--- src/include/temp_regs_pkg.sv ---
// Constants, types and register map of the temperature monitor register file
// Function
// An eight-bit index register selects the register answering the next access.
// Every write transaction reloads the index register from its first data byte.
// Master writes the index before reading the wanted register.
// The index register is zero after reset.
// Local reading: high byte at index 00, low nibble in upper nibble of 15.
// Remote reading: high byte at index 01, low nibble in upper nibble of 10.
// Low four reading bits are the fraction, high byte the integer part.
// Result registers are read-only and refresh at each finished measurement.
// Reading a high result byte freezes that channel's low byte until read.
// Reading a low result byte first freezes that channel's high byte until read.
// Reading any other register releases the byte pairing lock.
// Master reads high byte first, then low byte next, or skips low byte.
// All temperature result registers read zero after reset.
// Any write to index 0F starts one conversion; it has no readable contents.
// Local upper bound reads at 05, writes at 0B.
// Local lower bound reads at 06, writes at 0C, resets to zero.
// Remote upper bound: high byte read 07 write 0D, fraction nibble at 13.
// Remote lower bound: high byte read 08 write 0E, fraction nibble at 14.
// Remote offset: high byte at 11, fraction nibble at 12, same read/write index.
// Shutdown limits at 19 and 20, each resetting to 6E.
// First written byte loads the index; later bytes go to the selected register.
// Reads leave the index unchanged.
// Fixed map bits read as their constants; writes to them are ignored.
package temp_regs_pkg;
  localparam logic [7:0] RD_LOCAL_MSB    = 8'h00;
  localparam logic [7:0] RD_REMOTE_MSB   = 8'h01;
  localparam logic [7:0] RD_STATUS       = 8'h02;
  localparam logic [7:0] RD_CONFIG       = 8'h03;
  localparam logic [7:0] RD_INTERVAL     = 8'h04;
  localparam logic [7:0] RD_LOC_UPPER    = 8'h05;
  localparam logic [7:0] RD_LOC_LOWER    = 8'h06;
  localparam logic [7:0] RD_REM_UPPER_M  = 8'h07;
  localparam logic [7:0] RD_REM_LOWER_M  = 8'h08;
  localparam logic [7:0] WR_CONFIG       = 8'h09;
  localparam logic [7:0] WR_INTERVAL     = 8'h0A;
  localparam logic [7:0] WR_LOC_UPPER    = 8'h0B;
  localparam logic [7:0] WR_LOC_LOWER    = 8'h0C;
  localparam logic [7:0] WR_REM_UPPER_M  = 8'h0D;
  localparam logic [7:0] WR_REM_LOWER_M  = 8'h0E;
  localparam logic [7:0] WR_ONE_SHOT     = 8'h0F;
  localparam logic [7:0] RD_REMOTE_LSB   = 8'h10;
  localparam logic [7:0] RW_OFFSET_M     = 8'h11;
  localparam logic [7:0] RW_OFFSET_L     = 8'h12;
  localparam logic [7:0] RW_REM_UPPER_L  = 8'h13;
  localparam logic [7:0] RW_REM_LOWER_L  = 8'h14;
  localparam logic [7:0] RD_LOCAL_LSB    = 8'h15;
  localparam logic [7:0] RW_REM_SHUTDOWN = 8'h19;
  localparam logic [7:0] RW_LOC_SHUTDOWN = 8'h20;
  localparam logic [7:0] RW_MARGIN       = 8'h21;
  localparam logic [7:0] RW_REPEAT       = 8'h22;
  localparam logic [7:0] RW_IDEALITY     = 8'h23;
  localparam logic [7:0] RW_SMOOTHING    = 8'h24;
  localparam logic [7:0] RD_MAKER        = 8'hFE;

  localparam logic [7:0] INDEX_RST       = 8'h00;
  localparam logic [7:0] ZERO_RST        = 8'h00;
  localparam logic [7:0] INTERVAL_RST    = 8'h08;
  localparam logic [7:0] UPPER_RST       = 8'h55;
  localparam logic [7:0] SHUTDOWN_RST    = 8'h6E;
  localparam logic [7:0] MARGIN_RST      = 8'h0A;
  localparam logic [7:0] REPEAT_RST      = 8'h01;
  // Arbitrary neutral identity value
  localparam logic [7:0] MAKER_CODE      = 8'hA5;

  // Writable bit masks; other bits are fixed
  localparam logic [7:0] CONFIG_MASK     = 8'hE4;
  localparam logic [7:0] INTERVAL_MASK   = 8'h0F;
  localparam logic [7:0] NIBBLE_MASK     = 8'hF0;
  localparam logic [7:0] REPEAT_MASK     = 8'h8E;
  localparam logic [7:0] REPEAT_FIXED    = 8'h01;
  localparam logic [7:0] SMOOTHING_MASK  = 8'h03;
  localparam logic [3:0] NIBBLE_PAD      = 4'h0;

  // Result of one conversion, 12 bits per channel
  typedef struct packed {
    logic [11:0] local_reading;
    logic [11:0] remote_reading;
  } reading_pair_t;

  // Register access from the serial engine
  typedef struct packed {
    logic       wr_byte;
    logic       first_byte;
    logic       rd_byte;
    logic [7:0] data;
  } bus_access_t;

  typedef enum logic [1:0] {
    LOCK_NONE = 2'b00,
    LOCK_MSB  = 2'b01,
    LOCK_LSB  = 2'b11
  } lock_state_t;
endpackage

--- src/rtl/temp_monitor_register_file.sv ---
// Register file of the local and remote temperature monitor
`timescale 1ns/1ps
module temp_monitor_register_file
  import temp_regs_pkg::*;
(
  input  wire logic          clk_in,
  input  wire logic          rst_in,
  input  wire logic          clk_en_in,
  input  wire bus_access_t   access_in,
  input  wire logic          conv_done_in,
  input  wire reading_pair_t conv_result_in,
  input  wire logic [7:0]    alarm_flags_in,
  output logic [7:0]         rd_data_out,
  output logic [7:0]         index_out,
  output logic               one_shot_out,
  output logic [7:0]         setup_control_out,
  output logic [7:0]         sample_interval_out,
  output logic [7:0]         local_upper_bound_out,
  output logic [7:0]         local_lower_bound_out,
  output logic [11:0]        remote_upper_bound_out,
  output logic [11:0]        remote_lower_bound_out,
  output logic [11:0]        remote_offset_out,
  output logic [7:0]         remote_shutdown_out,
  output logic [7:0]         local_shutdown_out,
  output logic [7:0]         return_margin_out,
  output logic [7:0]         repeat_alarm_out,
  output logic [7:0]         ideality_out,
  output logic [7:0]         smoothing_out,
  output reading_pair_t      reading_out
);

  // ----------------------------------------------------------------
  // Decode
  // ----------------------------------------------------------------
  logic        wr_index;
  logic        wr_data;
  logic        rd_any;
  logic [7:0]  wd;
  lock_state_t local_lock_ff;
  lock_state_t remote_lock_ff;
  lock_state_t nxt_local_lock;
  lock_state_t nxt_remote_lock;
  logic [7:0]  nxt_rd_data;

  assign wr_index = clk_en_in & access_in.wr_byte & access_in.first_byte;
  assign wr_data  = clk_en_in & access_in.wr_byte & ~access_in.first_byte;
  assign rd_any   = clk_en_in & access_in.rd_byte;
  assign wd       = access_in.data;

  // ----------------------------------------------------------------
  // Index register
  // ----------------------------------------------------------------
  always_ff @(posedge clk_in or posedge rst_in) begin
    if (rst_in) begin
      index_out <= INDEX_RST;
    end else if (wr_index) begin
      index_out <= wd;
    end
  end

  // ----------------------------------------------------------------
  // One-shot trigger
  // ----------------------------------------------------------------
  always_ff @(posedge clk_in or posedge rst_in) begin
    if (rst_in) begin
      one_shot_out <= 1'b0;
    end else if (clk_en_in) begin
      one_shot_out <= wr_data && (index_out == WR_ONE_SHOT);
    end
  end

  // ----------------------------------------------------------------
  // Writable registers
  // ----------------------------------------------------------------
  always_ff @(posedge clk_in or posedge rst_in) begin
    if (rst_in) begin
      setup_control_out      <= ZERO_RST;
      sample_interval_out    <= INTERVAL_RST;
      local_upper_bound_out  <= UPPER_RST;
      local_lower_bound_out  <= ZERO_RST;
      remote_upper_bound_out <= {UPPER_RST, NIBBLE_PAD};
      remote_lower_bound_out <= {ZERO_RST, NIBBLE_PAD};
      remote_offset_out      <= {ZERO_RST, NIBBLE_PAD};
      remote_shutdown_out    <= SHUTDOWN_RST;
      local_shutdown_out     <= SHUTDOWN_RST;
      return_margin_out      <= MARGIN_RST;
      repeat_alarm_out       <= REPEAT_RST;
      ideality_out           <= ZERO_RST;
      smoothing_out          <= ZERO_RST;
    end else if (wr_data) begin
      case (index_out)
        WR_CONFIG:       setup_control_out <= wd & CONFIG_MASK;
        WR_INTERVAL:     sample_interval_out <= wd & INTERVAL_MASK;
        WR_LOC_UPPER:    local_upper_bound_out <= wd;
        WR_LOC_LOWER:    local_lower_bound_out <= wd;
        WR_REM_UPPER_M:  remote_upper_bound_out[11:4] <= wd;
        WR_REM_LOWER_M:  remote_lower_bound_out[11:4] <= wd;
        RW_REM_UPPER_L:  remote_upper_bound_out[3:0] <= wd[7:4];
        RW_REM_LOWER_L:  remote_lower_bound_out[3:0] <= wd[7:4];
        RW_OFFSET_M:     remote_offset_out[11:4] <= wd;
        RW_OFFSET_L:     remote_offset_out[3:0] <= wd[7:4];
        RW_REM_SHUTDOWN: remote_shutdown_out <= wd;
        RW_LOC_SHUTDOWN: local_shutdown_out <= wd;
        RW_MARGIN:       return_margin_out <= wd;
        RW_REPEAT:       repeat_alarm_out <= (wd & REPEAT_MASK) | REPEAT_FIXED;
        RW_IDEALITY:     ideality_out <= wd;
        RW_SMOOTHING:    smoothing_out <= wd & SMOOTHING_MASK;
        default: begin
        end
      endcase
    end
  end

  // ----------------------------------------------------------------
  // Byte-pairing locks
  // ----------------------------------------------------------------
  function automatic lock_state_t next_lock(input lock_state_t cur,
                                            input logic [7:0] idx,
                                            input logic [7:0] msb_idx,
                                            input logic [7:0] lsb_idx);
    lock_state_t res;
    res = cur;
    if (idx == msb_idx) begin
      res = (cur == LOCK_LSB) ? LOCK_NONE : LOCK_MSB;
    end else if (idx == lsb_idx) begin
      res = (cur == LOCK_MSB) ? LOCK_NONE : LOCK_LSB;
    end else begin
      res = LOCK_NONE;
    end
    return res;
  endfunction

  // A read takes its lock in the same cycle as a finished conversion,
  // so the byte just sent and its partner stay from one conversion
  always_comb begin
    nxt_local_lock  = local_lock_ff;
    nxt_remote_lock = remote_lock_ff;
    if (rd_any) begin
      nxt_local_lock  = next_lock(local_lock_ff, index_out, RD_LOCAL_MSB, RD_LOCAL_LSB);
      nxt_remote_lock = next_lock(remote_lock_ff, index_out, RD_REMOTE_MSB, RD_REMOTE_LSB);
    end
  end

  always_ff @(posedge clk_in or posedge rst_in) begin
    if (rst_in) begin
      local_lock_ff  <= LOCK_NONE;
      remote_lock_ff <= LOCK_NONE;
    end else if (clk_en_in) begin
      local_lock_ff  <= nxt_local_lock;
      remote_lock_ff <= nxt_remote_lock;
    end
  end

  // ----------------------------------------------------------------
  // Result registers, read-only, fraction in low nibble
  // ----------------------------------------------------------------
  always_ff @(posedge clk_in or posedge rst_in) begin
    if (rst_in) begin
      reading_out <= '0;
    end else if (clk_en_in && conv_done_in) begin
      if (nxt_local_lock != LOCK_LSB) begin
        reading_out.local_reading[11:4] <= conv_result_in.local_reading[11:4];
      end
      if (nxt_local_lock != LOCK_MSB) begin
        reading_out.local_reading[3:0] <= conv_result_in.local_reading[3:0];
      end
      if (nxt_remote_lock != LOCK_LSB) begin
        reading_out.remote_reading[11:4] <= conv_result_in.remote_reading[11:4];
      end
      if (nxt_remote_lock != LOCK_MSB) begin
        reading_out.remote_reading[3:0] <= conv_result_in.remote_reading[3:0];
      end
    end
  end

  // ----------------------------------------------------------------
  // Read mux
  // ----------------------------------------------------------------
  always_comb begin
    case (index_out)
      RD_LOCAL_MSB:    nxt_rd_data = reading_out.local_reading[11:4];
      RD_REMOTE_MSB:   nxt_rd_data = reading_out.remote_reading[11:4];
      RD_STATUS:       nxt_rd_data = alarm_flags_in;
      RD_CONFIG:       nxt_rd_data = setup_control_out;
      RD_INTERVAL:     nxt_rd_data = sample_interval_out;
      RD_LOC_UPPER:    nxt_rd_data = local_upper_bound_out;
      RD_LOC_LOWER:    nxt_rd_data = local_lower_bound_out;
      RD_REM_UPPER_M:  nxt_rd_data = remote_upper_bound_out[11:4];
      RD_REM_LOWER_M:  nxt_rd_data = remote_lower_bound_out[11:4];
      RD_REMOTE_LSB:   nxt_rd_data = {reading_out.remote_reading[3:0], NIBBLE_PAD};
      RW_OFFSET_M:     nxt_rd_data = remote_offset_out[11:4];
      RW_OFFSET_L:     nxt_rd_data = {remote_offset_out[3:0], NIBBLE_PAD};
      RW_REM_UPPER_L:  nxt_rd_data = {remote_upper_bound_out[3:0], NIBBLE_PAD};
      RW_REM_LOWER_L:  nxt_rd_data = {remote_lower_bound_out[3:0], NIBBLE_PAD};
      RD_LOCAL_LSB:    nxt_rd_data = {reading_out.local_reading[3:0], NIBBLE_PAD};
      RW_REM_SHUTDOWN: nxt_rd_data = remote_shutdown_out;
      RW_LOC_SHUTDOWN: nxt_rd_data = local_shutdown_out;
      RW_MARGIN:       nxt_rd_data = return_margin_out;
      RW_REPEAT:       nxt_rd_data = repeat_alarm_out;
      RW_IDEALITY:     nxt_rd_data = ideality_out;
      RW_SMOOTHING:    nxt_rd_data = smoothing_out;
      RD_MAKER:        nxt_rd_data = MAKER_CODE;
      default:         nxt_rd_data = ZERO_RST;
    endcase
  end

  always_ff @(posedge clk_in or posedge rst_in) begin
    if (rst_in) begin
      rd_data_out <= ZERO_RST;
    end else if (clk_en_in) begin
      rd_data_out <= nxt_rd_data;
    end
  end
endmodule

--- config.mk ---
export PLATFORM = sky130hd
export DESIGN_NAME = temp_monitor_register_file
export DESIGN_NICKNAME = d
export VERILOG_FILES = /design/src/include/temp_regs_pkg.sv /design/src/rtl/temp_monitor_register_file.sv
export SDC_FILE = /design/constraint.sdc
export NUM_CORES = 1
export LEC_CHECK = 0
export BUFFER_PORTS_ARGS = -buffer_cell sky130_fd_sc_hd__buf_2
export CAP_MARGIN = 20
export CORE_UTILIZATION = 52
export CTS_CLUSTER_DIAMETER = 50
export DETAILED_ROUTE_END_ITERATION = 10
export HOLD_SLACK_MARGIN = 0.05
export PLACE_DENSITY = 0.8
export SYNTH_ARGS = -nofsm -noshare
export SYNTH_HDL_FRONTEND = slang
export SYNTH_SLANG_ARGS = --single-unit
--- constraint.sdc ---
create_clock -name clk_in -period 5.46 [get_ports clk_in]
set_input_delay 0.819 -clock clk_in [delete_from_list [all_inputs] [get_ports clk_in]]
set_output_delay 0.819 -clock clk_in [all_outputs]
set_load 0.02 [all_outputs]
==> out/qor.yml, run 1 <==
status: "finished clean"
ir_drop_uv: 238
seq_area_mm2: 0.00361
initial_core_util: 0.534
cp.required_ns: 5.77
yosysWarnings: 0
synth_flop_cell: "dfrtp_1"
synth_compound_area_frac: 0.0999
drive_gt1_frac: 0.550
syn_area_mm2: 0.00710
via_per_inst: 6.07
multiInputGateArea_mm2: 0.00328
slew_headroom: 0.289
min_path_cells: 1
synthAdderAreaFrac: 0
drtIter0Drc: 436
tightestPinTransition_ns: 1.06
finalWeightedCongestion: 0.919
synth-async-reset-ratio: 1.00
cp_cell_sequence: "or4b_1, nor2_8, a21oi_2, o311ai_4, mux2_2"
routed_wl_um: 22900
dp_hpwl_um: 16200
yosysSeqAreaShare: 0.508
min_period_ns: 3.07
regToRegSetupSlack_ns: 2.39
tns_ns: 0
hold_viol: 0
drc: 0
critPathCaptureType: "flop"
synth_top_family_by_area: "multiplexers"
port_buffers: 185
n_antenna_cell: 0
cts_buffers: 17
crit_slowest_cell: "or4b_1"
post_cts_buffers: 0
worst-setup-path-type: "reg -> reg"
ios: 204
area_growth_pct: 22.8
rsz0062_at_grt: "no"
ys_ff_latch: 143
worst-path-max-fanout: 16
grt.total_usage: 0.336
grt_pass1_vias: 5645
r2r-start: "index_out[4]"
die_x_um: 119
cts.sinks: 143
setup_viol: 0
reg2reg_to: "reading_out[16]"
total_power_mw: 3.25
cts_tree: "built"
cts_hold_buf: 0
avgSynthCellArea_um2: 12.5
grt_max_degree: 98
cts_buffer_depth: 2
path_clk_slew_ns: 0.06
synth_mux_area_frac: 0.257
synth_cell_types: 67
drv_slew: 0
fillers: 998
fin_skew_ns: 0.0133
ant_nets: 0
grt_pass1_wl_um: 34500
synth_edf_count: 0
hold_end: "rd_data_out[3]"
coreArea_mm2: 0.0133
antenna_found_initial: 0
reg2reg_depth: 5
synthSimpleGateAreaFrac: 0.0928
synth_xor_area_frac: 0.00123
cts.repair.resized: 0
finalCritPeriodShare: 0.562
start_kind: "flop"
htree_num_levels: 4
p_leak_nw: 4.32
dieArea_mm2: 0.0141
cap_violations: 0
worst_hold_path_type: "reg -> reg"
root_buffer: "clkbuf_16"
nNetsFinal: 796
arrival_ns: 3.38
wl_per_cell_um: 24.4
syn_inst: 570
fp.dieH_um: 119
rows: 42
clock.fmax_mhz: 326
drt-pass1-iter-count: 5
min-delay-start: "rd_data_out[3]"
p_per_area_mw_per_mm2: 373
vias: 5689
cpPeakStageDelay_ns: 0.77
overflow: 0
clock_latency_ns: 0.44
-- per-layer routing --
layer / global-route usage / wire [um]
met3: 0.0785 / 1640
met4: 0.123 / 629
met2: 0.536 / 11100
met5: 0 / 0
met1: 0.448 / 9560
-- worst max path at each step --
| stage | from | to | slack (ns) | cells after the start |
|---|---|---|---|---|
| final | index_out[4] | reading_out[16] | 2.39 | 5 |
| after global routing | index_out[4] | reading_out[23] | 2.32 | 5 |
| after CTS | index_out[4] | reading_out[16] | 2.44 | 5 |
| after detailed placement | index_out[4] | reading_out[16] | 2.46 | 5 |
| after global placement | clk_en_in | reading_out[9] | 2.43 | 5 |
| after floorplan | rst_in | ideality_out[0] | 0.84 | 1 |
-- state kept, by name, summed over array words and instances, names as in the netlist --
name,cells
setup_control_out,4
remote_lower_bound_out,12
rd_data_out,8
smoothing_out,2
return_margin_out,8
remote_upper_bound_out,12
local_lower_bound_out,8
index_out,8
repeat_alarm_out,4
one_shot_out,1
local_shutdown_out,8
remote_shutdown_out,8
remote_lock_ff,2
sample_interval_out,4
local_lock_ff,2
remote_offset_out,12
local_upper_bound_out,8
ideality_out,8
reading_out,24
-- report_power, final --
part           total, mW  internal [mW]  switching (mW)
sequential          1.32           1.18           0.133
clock               1.18          0.712           0.472
combinational      0.749          0.277           0.473
total               3.25           2.17            1.08
-- layout make-up --
| cell class | instances | share of cell area |
|---|---|---|
| clock buffer | 21 | 0.0540 |
| sequential | 143 | 0.414 |
| clock inverter | 11 | 0.0146 |
| tap | 176 | 0.0253 |
| inverter | 3 | 0.00187 |
| timing repair buffer | 195 | 0.115 |
| multi-input combinational | 389 | 0.376 |
-- worst max-delay path: cells and delay by family, from the launching register on --
family,cells,cell delay (ns)
DFF,1,0.74
muxes,1,0.41
and+or+nand+nor,2,1.07
AOI/OAI and AO/OA,2,0.72
-- cell usage after synthesis, types with 4 or more instances --
cell type  count  area (um^2)
mux2_2       147         1660
mux4_2         4         90.1
a22o_1         8         70.1
nor2b_1       10         62.6
o211ai_1       4         30.0
a22oi_1       17          128
a32oi_1        6         52.6
o22a_1         4         35.0
clkbuf_1      22         82.6
nand2_1       32          120
nor2_1        22         82.6
buf_2          7         35.0
o21ai_0        6         30.0
buf_4         18          135
dfstp_2       21          552
mux2i_1        8         80.1
nand3_1       18         90.1
a21oi_1       11         55.1
a31oi_1        4         25.0
dfrtp_1      122         3050
-- layout by cell type, fill, tap and decap left out, types with 8 or more instances in the layout --
cell type / n
buf_2: 185
buf_4: 10
mux2i_1: 8
a22oi_1: 17
conb_1: 18
a21oi_1: 11
nor2_1: 22
a22o_1: 8
dfstp_2: 21
nor2b_1: 10
nand2_1: 32
nand3_1: 18
clkbuf_16: 17
mux2_2: 147
dfrtp_1: 121
-- cell families (layout without fill, tap and decap cells) --
logic type | count (synthesis) | count (layout)
XOR/XNOR | 1 | 1
AND/OR/NAND/NOR | 120 | 120
other | 2 | 18
buffers and inverters | 54 | 230
flip-flops | 143 | 143
AO/OA/AOI/OAI | 91 | 91
multiplexers | 159 | 159
-- stage by stage --
step | instance area [um^2] | std cells | hold slack (ns) | util | setup WS, ns
after floorplan | 7160 | 586 | 0.502 | - | 0.838
after global placement | 8110 | 904 | 0.492 | 0.610 | 2.43
after detailed placement | 8110 | 905 | 0.506 | 0.610 | 2.46
after CTS | 8710 | 937 | 0.521 | 0.655 | 2.44
after global routing | 8720 | 938 | 0.543 | 0.656 | 2.32
final | 8720 | 938 | 0.519 | 0.656 | 2.39
Power figures use the tool's default switching activity.
==> inputs of run 2 (changes only) <==
==> constraint.sdc (replaced) <==
create_clock -name clk_in -period 3 [get_ports clk_in]
set_input_delay 0.45 -clock clk_in [delete_from_list [all_inputs] [get_ports clk_in]]
set_output_delay 0.45 -clock clk_in [all_outputs]
set_load 0.02 [all_outputs]
==> run 2 against run 1 <==
Against the previous run: cell count rose by 2.0%; sequential cell count unchanged; power rose by 90%; clock power up 97%; sequential share of layout area is 1.0 points lower; highest routed layer unchanged.
==> out/qor.yml, run 2 (synthesized netlist as in run 1, its figures left out) <==
critPathCaptureType: "flop"
dieArea_mm2: 0.0141  # unchanged
cts_hold_buf: 0  # unchanged
finalWeightedCongestion: 0.967  # +5.2%
cts_buffer_depth: 2  # unchanged
ios: 204  # unchanged
post_cts_buffers: 0  # unchanged
fp.dieH_um: 119  # unchanged
r2r-start: "index_out[4]"
area_growth_pct: 25.9
final_common_cell: "buf_2"
hold_viol: 0  # unchanged
via_per_inst: 6.00  # -1.0%
grt_use_met1: 0.464  # +0.0152
regMostFlops: "reading_out"
cp_num_buf_inv: 0  # unchanged
reg2reg_to: "remote_upper_bound_out[9]"
die_x_um: 119  # unchanged
grt_pass1_vias: 5799  # +2.7%
multiInputGateArea_mm2: 0.00327  # -0.19%
reg2reg_depth: 5  # unchanged
rows: 42  # unchanged
initial_core_util: 0.534  # unchanged
coreArea_mm2: 0.0133  # unchanged
largest_reg_flops: 24  # unchanged
drv_slew: 0  # unchanged
path_delay_family: "simple AND/OR/NAND/NOR gates"
drtIter0Drc: 488  # +12%
placed_cell_area_mm2: 0.00829  # +2.2%
n_antenna_cell: 0  # unchanged
clock.fmax_mhz: 376  # +15%
grt_max_degree: 66  # -33%
tightestPinTransition_ns: 0.829  # -0.230 ns
path_clk_slew_ns: 0.06  # about the same
fillers: 998  # unchanged
total_power_mw: 6.16  # +90%
grt.total_usage: 0.339  # +0.00291
status: "finished clean"
fin_skew_ns: 0.00703  # -0.00622 ns
tns_ns: 0  # unchanged
drc: 0  # unchanged
vias: 5746  # +1.0%
top_usage_layer: "met2"
port_buffers: 185  # unchanged
met3_usage: 0.0761  # -0.00239
min_period_ns: 2.66  # -0.410 ns
nNetsFinal: 815  # +2.4%
crit_slowest_cell: "or4_1"
cp_cell_sequence: "or4_1, nor2_1, nand3_2, nor2_2, mux2_2"
finalCritPeriodShare: 0.886  # +0.324
p_per_area_mw_per_mm2: 689  # +85%
rsz0062_at_grt: "no"
overflow: 0  # unchanged
p_leak_nw: 4.44  # +3.0%
cts.sinks: 143  # unchanged
drive_gt1_frac: 0.557  # +0.00711
final_area_mm2: 0.00894  # +2.6%
cap_violations: 0  # unchanged
htree_num_levels: 4  # unchanged
regToRegSetupSlack_ns: 0.34  # -2.05 ns
ant_nets: 0  # unchanged
drt-pass1-iter-count: 5  # unchanged
setup_viol: 0  # unchanged
dp_hpwl_um: 16500  # +1.5%
worst-path-max-fanout: 10  # -6
routed_wl_um: 22900  # -0.20%
start_kind: "flop"
clock_latency_ns: 0.42  # -0.02 ns
ir_drop_uv: 395  # +66%
grt.met2_usage: 0.531  # -0.00548
final_cell_mix: "buf_2 (185), mux2_2 (147), dfrtp_1 (121)"
cts_tree: "built"
cts.repair.resized: 0  # unchanged
slew_headroom: 0.443  # +0.154
arrival_ns: 2.96  # -0.42 ns
seq_area_mm2: 0.00361  # unchanged
antenna_found_initial: 0  # unchanged
root_buffer: "clkbuf_16"
worst_hold_path_type: "in -> async"
wl_per_cell_um: 23.9  # -2.2%
cp.required_ns: 3.31  # -2.46 ns
worst-setup-path-type: "reg -> reg"
grt_pass1_wl_um: 35100  # +2.0%
cts_buffers: 17  # unchanged
cpPeakStageDelay_ns: 0.74  # -0.03 ns
## run 2: layout make-up
| type | instances | share of cell area |
|---|---|---|
| multi-input cells | 389 | 0.366 |
| inverters | 3 | 0.00168 |
| flip-flops and latches | 143 | 0.403 |
| clock inverters | 10 | 0.0206 |
| repair buffers | 214 | 0.132 |
| clock buffers | 22 | 0.0519 |
| well taps | 176 | 0.0246 |
## run 2: per-stage QoR
| step | utilization | instances | hold WS (ns) | setup slack (ns) |
|---|---|---|---|---|
| final | 0.673 | 957 | 0.120 | 0.342 |
| after global routing | 0.673 | 957 | 0.157 | 0.251 |
| after CTS | 0.673 | 957 | 0.125 | 0.344 |
| after detailed placement | 0.624 | 925 | 0.508 | 0.340 |
| after global placement | 0.624 | 925 | 0.487 | 0.427 |
| after floorplan | - | 586 | 0.502 | 0.646 |
## run 2: how the worst max path moves through the flow
stage                      start                    endpoint  slack (ns)  depth (start not counted)
floorplan           index_out[7]             reading_out[16]        0.65                          6
global placement    index_out[4]   remote_upper_bound_out[5]        0.43                          5
detailed placement  index_out[4]   remote_upper_bound_out[9]        0.34                          5
CTS                 index_out[4]   remote_upper_bound_out[9]        0.34                          5
global route        index_out[4]  remote_upper_bound_out[11]        0.25                          5
finish              index_out[4]   remote_upper_bound_out[9]        0.34                          5
## run 2: metal layers
metal | vias to the layer above | share of wire
met4 | 0 | 0.024
met5 | - | 0
li1 | 2490 | -
met3 | 38 | 0.076
met2 | 283 | 0.48
met1 | 2935 | 0.42
## run 2: power breakdown
part           internal, mW  switching, mW
combinational         0.554          0.878
clock                  1.52          0.809
sequential             2.16          0.243
total                  4.23           1.93
==> inputs of run 3 (changes only) <==
--- a/config.mk
+++ b/config.mk
@@ -12,6 +12,7 @@
 export DETAILED_ROUTE_END_ITERATION = 10
 export HOLD_SLACK_MARGIN = 0.05
 export PLACE_DENSITY = 0.8
+export SETUP_SLACK_MARGIN = 0.5
 export SYNTH_ARGS = -nofsm -noshare
 export SYNTH_HDL_FRONTEND = slang
 export SYNTH_SLANG_ARGS = --single-unit
==> run 3 against run 2 <==
Against the previous run: wire length is 0.63% higher; clock power barely moved; sequential power about the same; design area increased by 1.0%; sequential cell count unchanged; critical path depth decreased by 1; sequential share of layout area down 0.40 points; largest cell class unchanged.
==> out/qor.yml, run 3 (synthesized netlist as in run 1, its figures left out) <==
status: "finished clean"
dp_hpwl_um: 16500  # unchanged
htree_num_levels: 4  # unchanged
fp.dieH_um: 119  # unchanged
r2r-start: "index_out[7]"
start_kind: "flop"
worst_hold_path_type: "in -> async"
drive_gt1_frac: 0.564  # +0.00663
initial_core_util: 0.534  # unchanged
largest_reg_flops: 24  # unchanged
worst-path-max-fanout: 9  # -1
finalWeightedCongestion: 0.967  # unchanged
dieArea_mm2: 0.0141  # unchanged
drc: 0  # unchanged
cts_tree: "built"
cts_buffers: 17  # unchanged
grt.total_usage: 0.339  # about the same
port_buffers: 185  # unchanged
total_power_mw: 6.17  # +0.24%
drt-pass1-iter-count: 5  # unchanged
final_area_mm2: 0.00903  # +1.0%
die_x_um: 119  # unchanged
cts_buffer_depth: 2  # unchanged
tightestPinTransition_ns: 0.764  # -0.0654 ns
antenna_found_initial: 0  # unchanged
area_growth_pct: 27.2
ant_nets: 0  # unchanged
rsz0062_at_grt: "yes"
min_period_ns: 2.45  # -0.207 ns
arrival_ns: 2.75  # -0.21 ns
cts.sinks: 143  # unchanged
fin_skew_ns: 0.00646  # -0.000569 ns
tns_ns: 0  # unchanged
grt_pass1_wl_um: 35200  # about the same
cp.required_ns: 3.30  # about the same
fillers: 988  # -1.0%
root_buffer: "clkbuf_16"
worst-setup-path-type: "reg -> reg"
n_antenna_cell: 0  # unchanged
final_cell_mix: "buf_2 (185), mux2_2 (147), dfrtp_1 (120)"
drv_slew: 0  # unchanged
clock.fmax_mhz: 408  # +8.4%
rows: 42  # unchanged
clock_latency_ns: 0.42  # about the same
critPathCaptureType: "flop"
regMostFlops: "reading_out"
path_clk_slew_ns: 0.06  # about the same
routed_wl_um: 23000  # +0.63%
grt_pass1_vias: 5825  # +0.45%
p_per_area_mw_per_mm2: 683  # -0.79%
ir_drop_uv: 397  # +0.45%
grt_max_degree: 66  # unchanged
whs_ns: 0.117  # -0.00329 ns
placed_cell_area_mm2: 0.00829  # unchanged
slew_headroom: 0.484  # +0.0406
nNetsFinal: 820  # +0.61%
p_leak_nw: 4.48  # +0.89%
placed_cells: 925  # unchanged
overflow: 0  # unchanged
finalCritPeriodShare: 0.817  # -0.0689
crit_start: "index_out[7]"
cap_violations: 0  # unchanged
ios: 204  # unchanged
instances_no_fill: 962  # +0.52%
vias: 5778  # +0.56%
hold_viol: 0  # unchanged
final_common_cell: "buf_2"
wl_per_cell_um: 23.9  # +0.11%
drtIter0Drc: 472  # -3.3%
via_per_inst: 6.01  # about the same
coreArea_mm2: 0.0133  # unchanged
setup_viol: 0  # unchanged
[run 3: cell count changes in the layout (fill, tap and decap cells not counted), sizes merged]
cell / change
buf: +5
[run 3: report_power, final]
| part | total (mW) | switching [mW] | internal, mW |
|---|---|---|---|
| Sequential | 2.40 | 0.245 | 2.16 |
| Clock | 2.33 | 0.811 | 1.52 |
| Combinational | 1.44 | 0.881 | 0.561 |
[run 3: final cells by class]
type | instances | area [um^2] | share of cell area
sequential | 143 | 3610 | 0.399
multi-input combinational | 389 | 3290 | 0.364
timing repair buffer | 219 | 1260 | 0.139
clock buffer | 22 | 464 | 0.0514
tap | 176 | 220 | 0.0244
clock inverter | 10 | 184 | 0.0204
inverter | 3 | 15.0 | 0.00166
[run 3: critical path, cell delays in order, from the launching register on]
cell	delay (ns)
dfrtp_1	0.47
or4b_2	0.82
nor2_1	0.39
nand3_1	0.30
mux2_2	0.36
[run 3: metrics by stage]
| step | util | worst slack, ns |
|---|---|---|
| floorplan | - | 0.646 |
| CTS | 0.679 | 0.453 |
| global route | 0.679 | 0.496 |
| finish | 0.679 | 0.548 |
| global placement | 0.624 | 0.427 |
| detailed placement | 0.624 | 0.340 |
[run 3: metal layers]
layer / wire length (um) / vias up / global-route usage
met5: 0 / - / 0
met4: 649 / 0 / 0.132
met3: 1740 / 49 / 0.0781
met2: 10900 / 297 / 0.529
met1: 9690 / 2934 / 0.459
li1: - / 2498 / -
[run 3: path summary, 6_finish.rpt]
kind | slack [ns] | to | cells past startpoint
worst max-delay path | 0.55 | repeat_alarm_out[2] | 4
worst min register to register | 0.52 | rd_data_out[3] | 1
max in group asynchronous | 2.09 | remote_shutdown_out[1] | 3
min in group clk_in | 0.25 | reading_out[6] | 2
worst min-delay path | 0.12 | remote_shutdown_out[4] | 2
worst max register to register | 0.55 | repeat_alarm_out[2] | 4
[run 3: what timing repair did]
item	in CTS	in global routing
endpoints found under the setup margin	42	43
hold buffers	0	0
resized for setup	3	2
pin swaps	4	0
buffers inserted	5	0
gates cloned	0	0
hold endpoints to repair	0	0
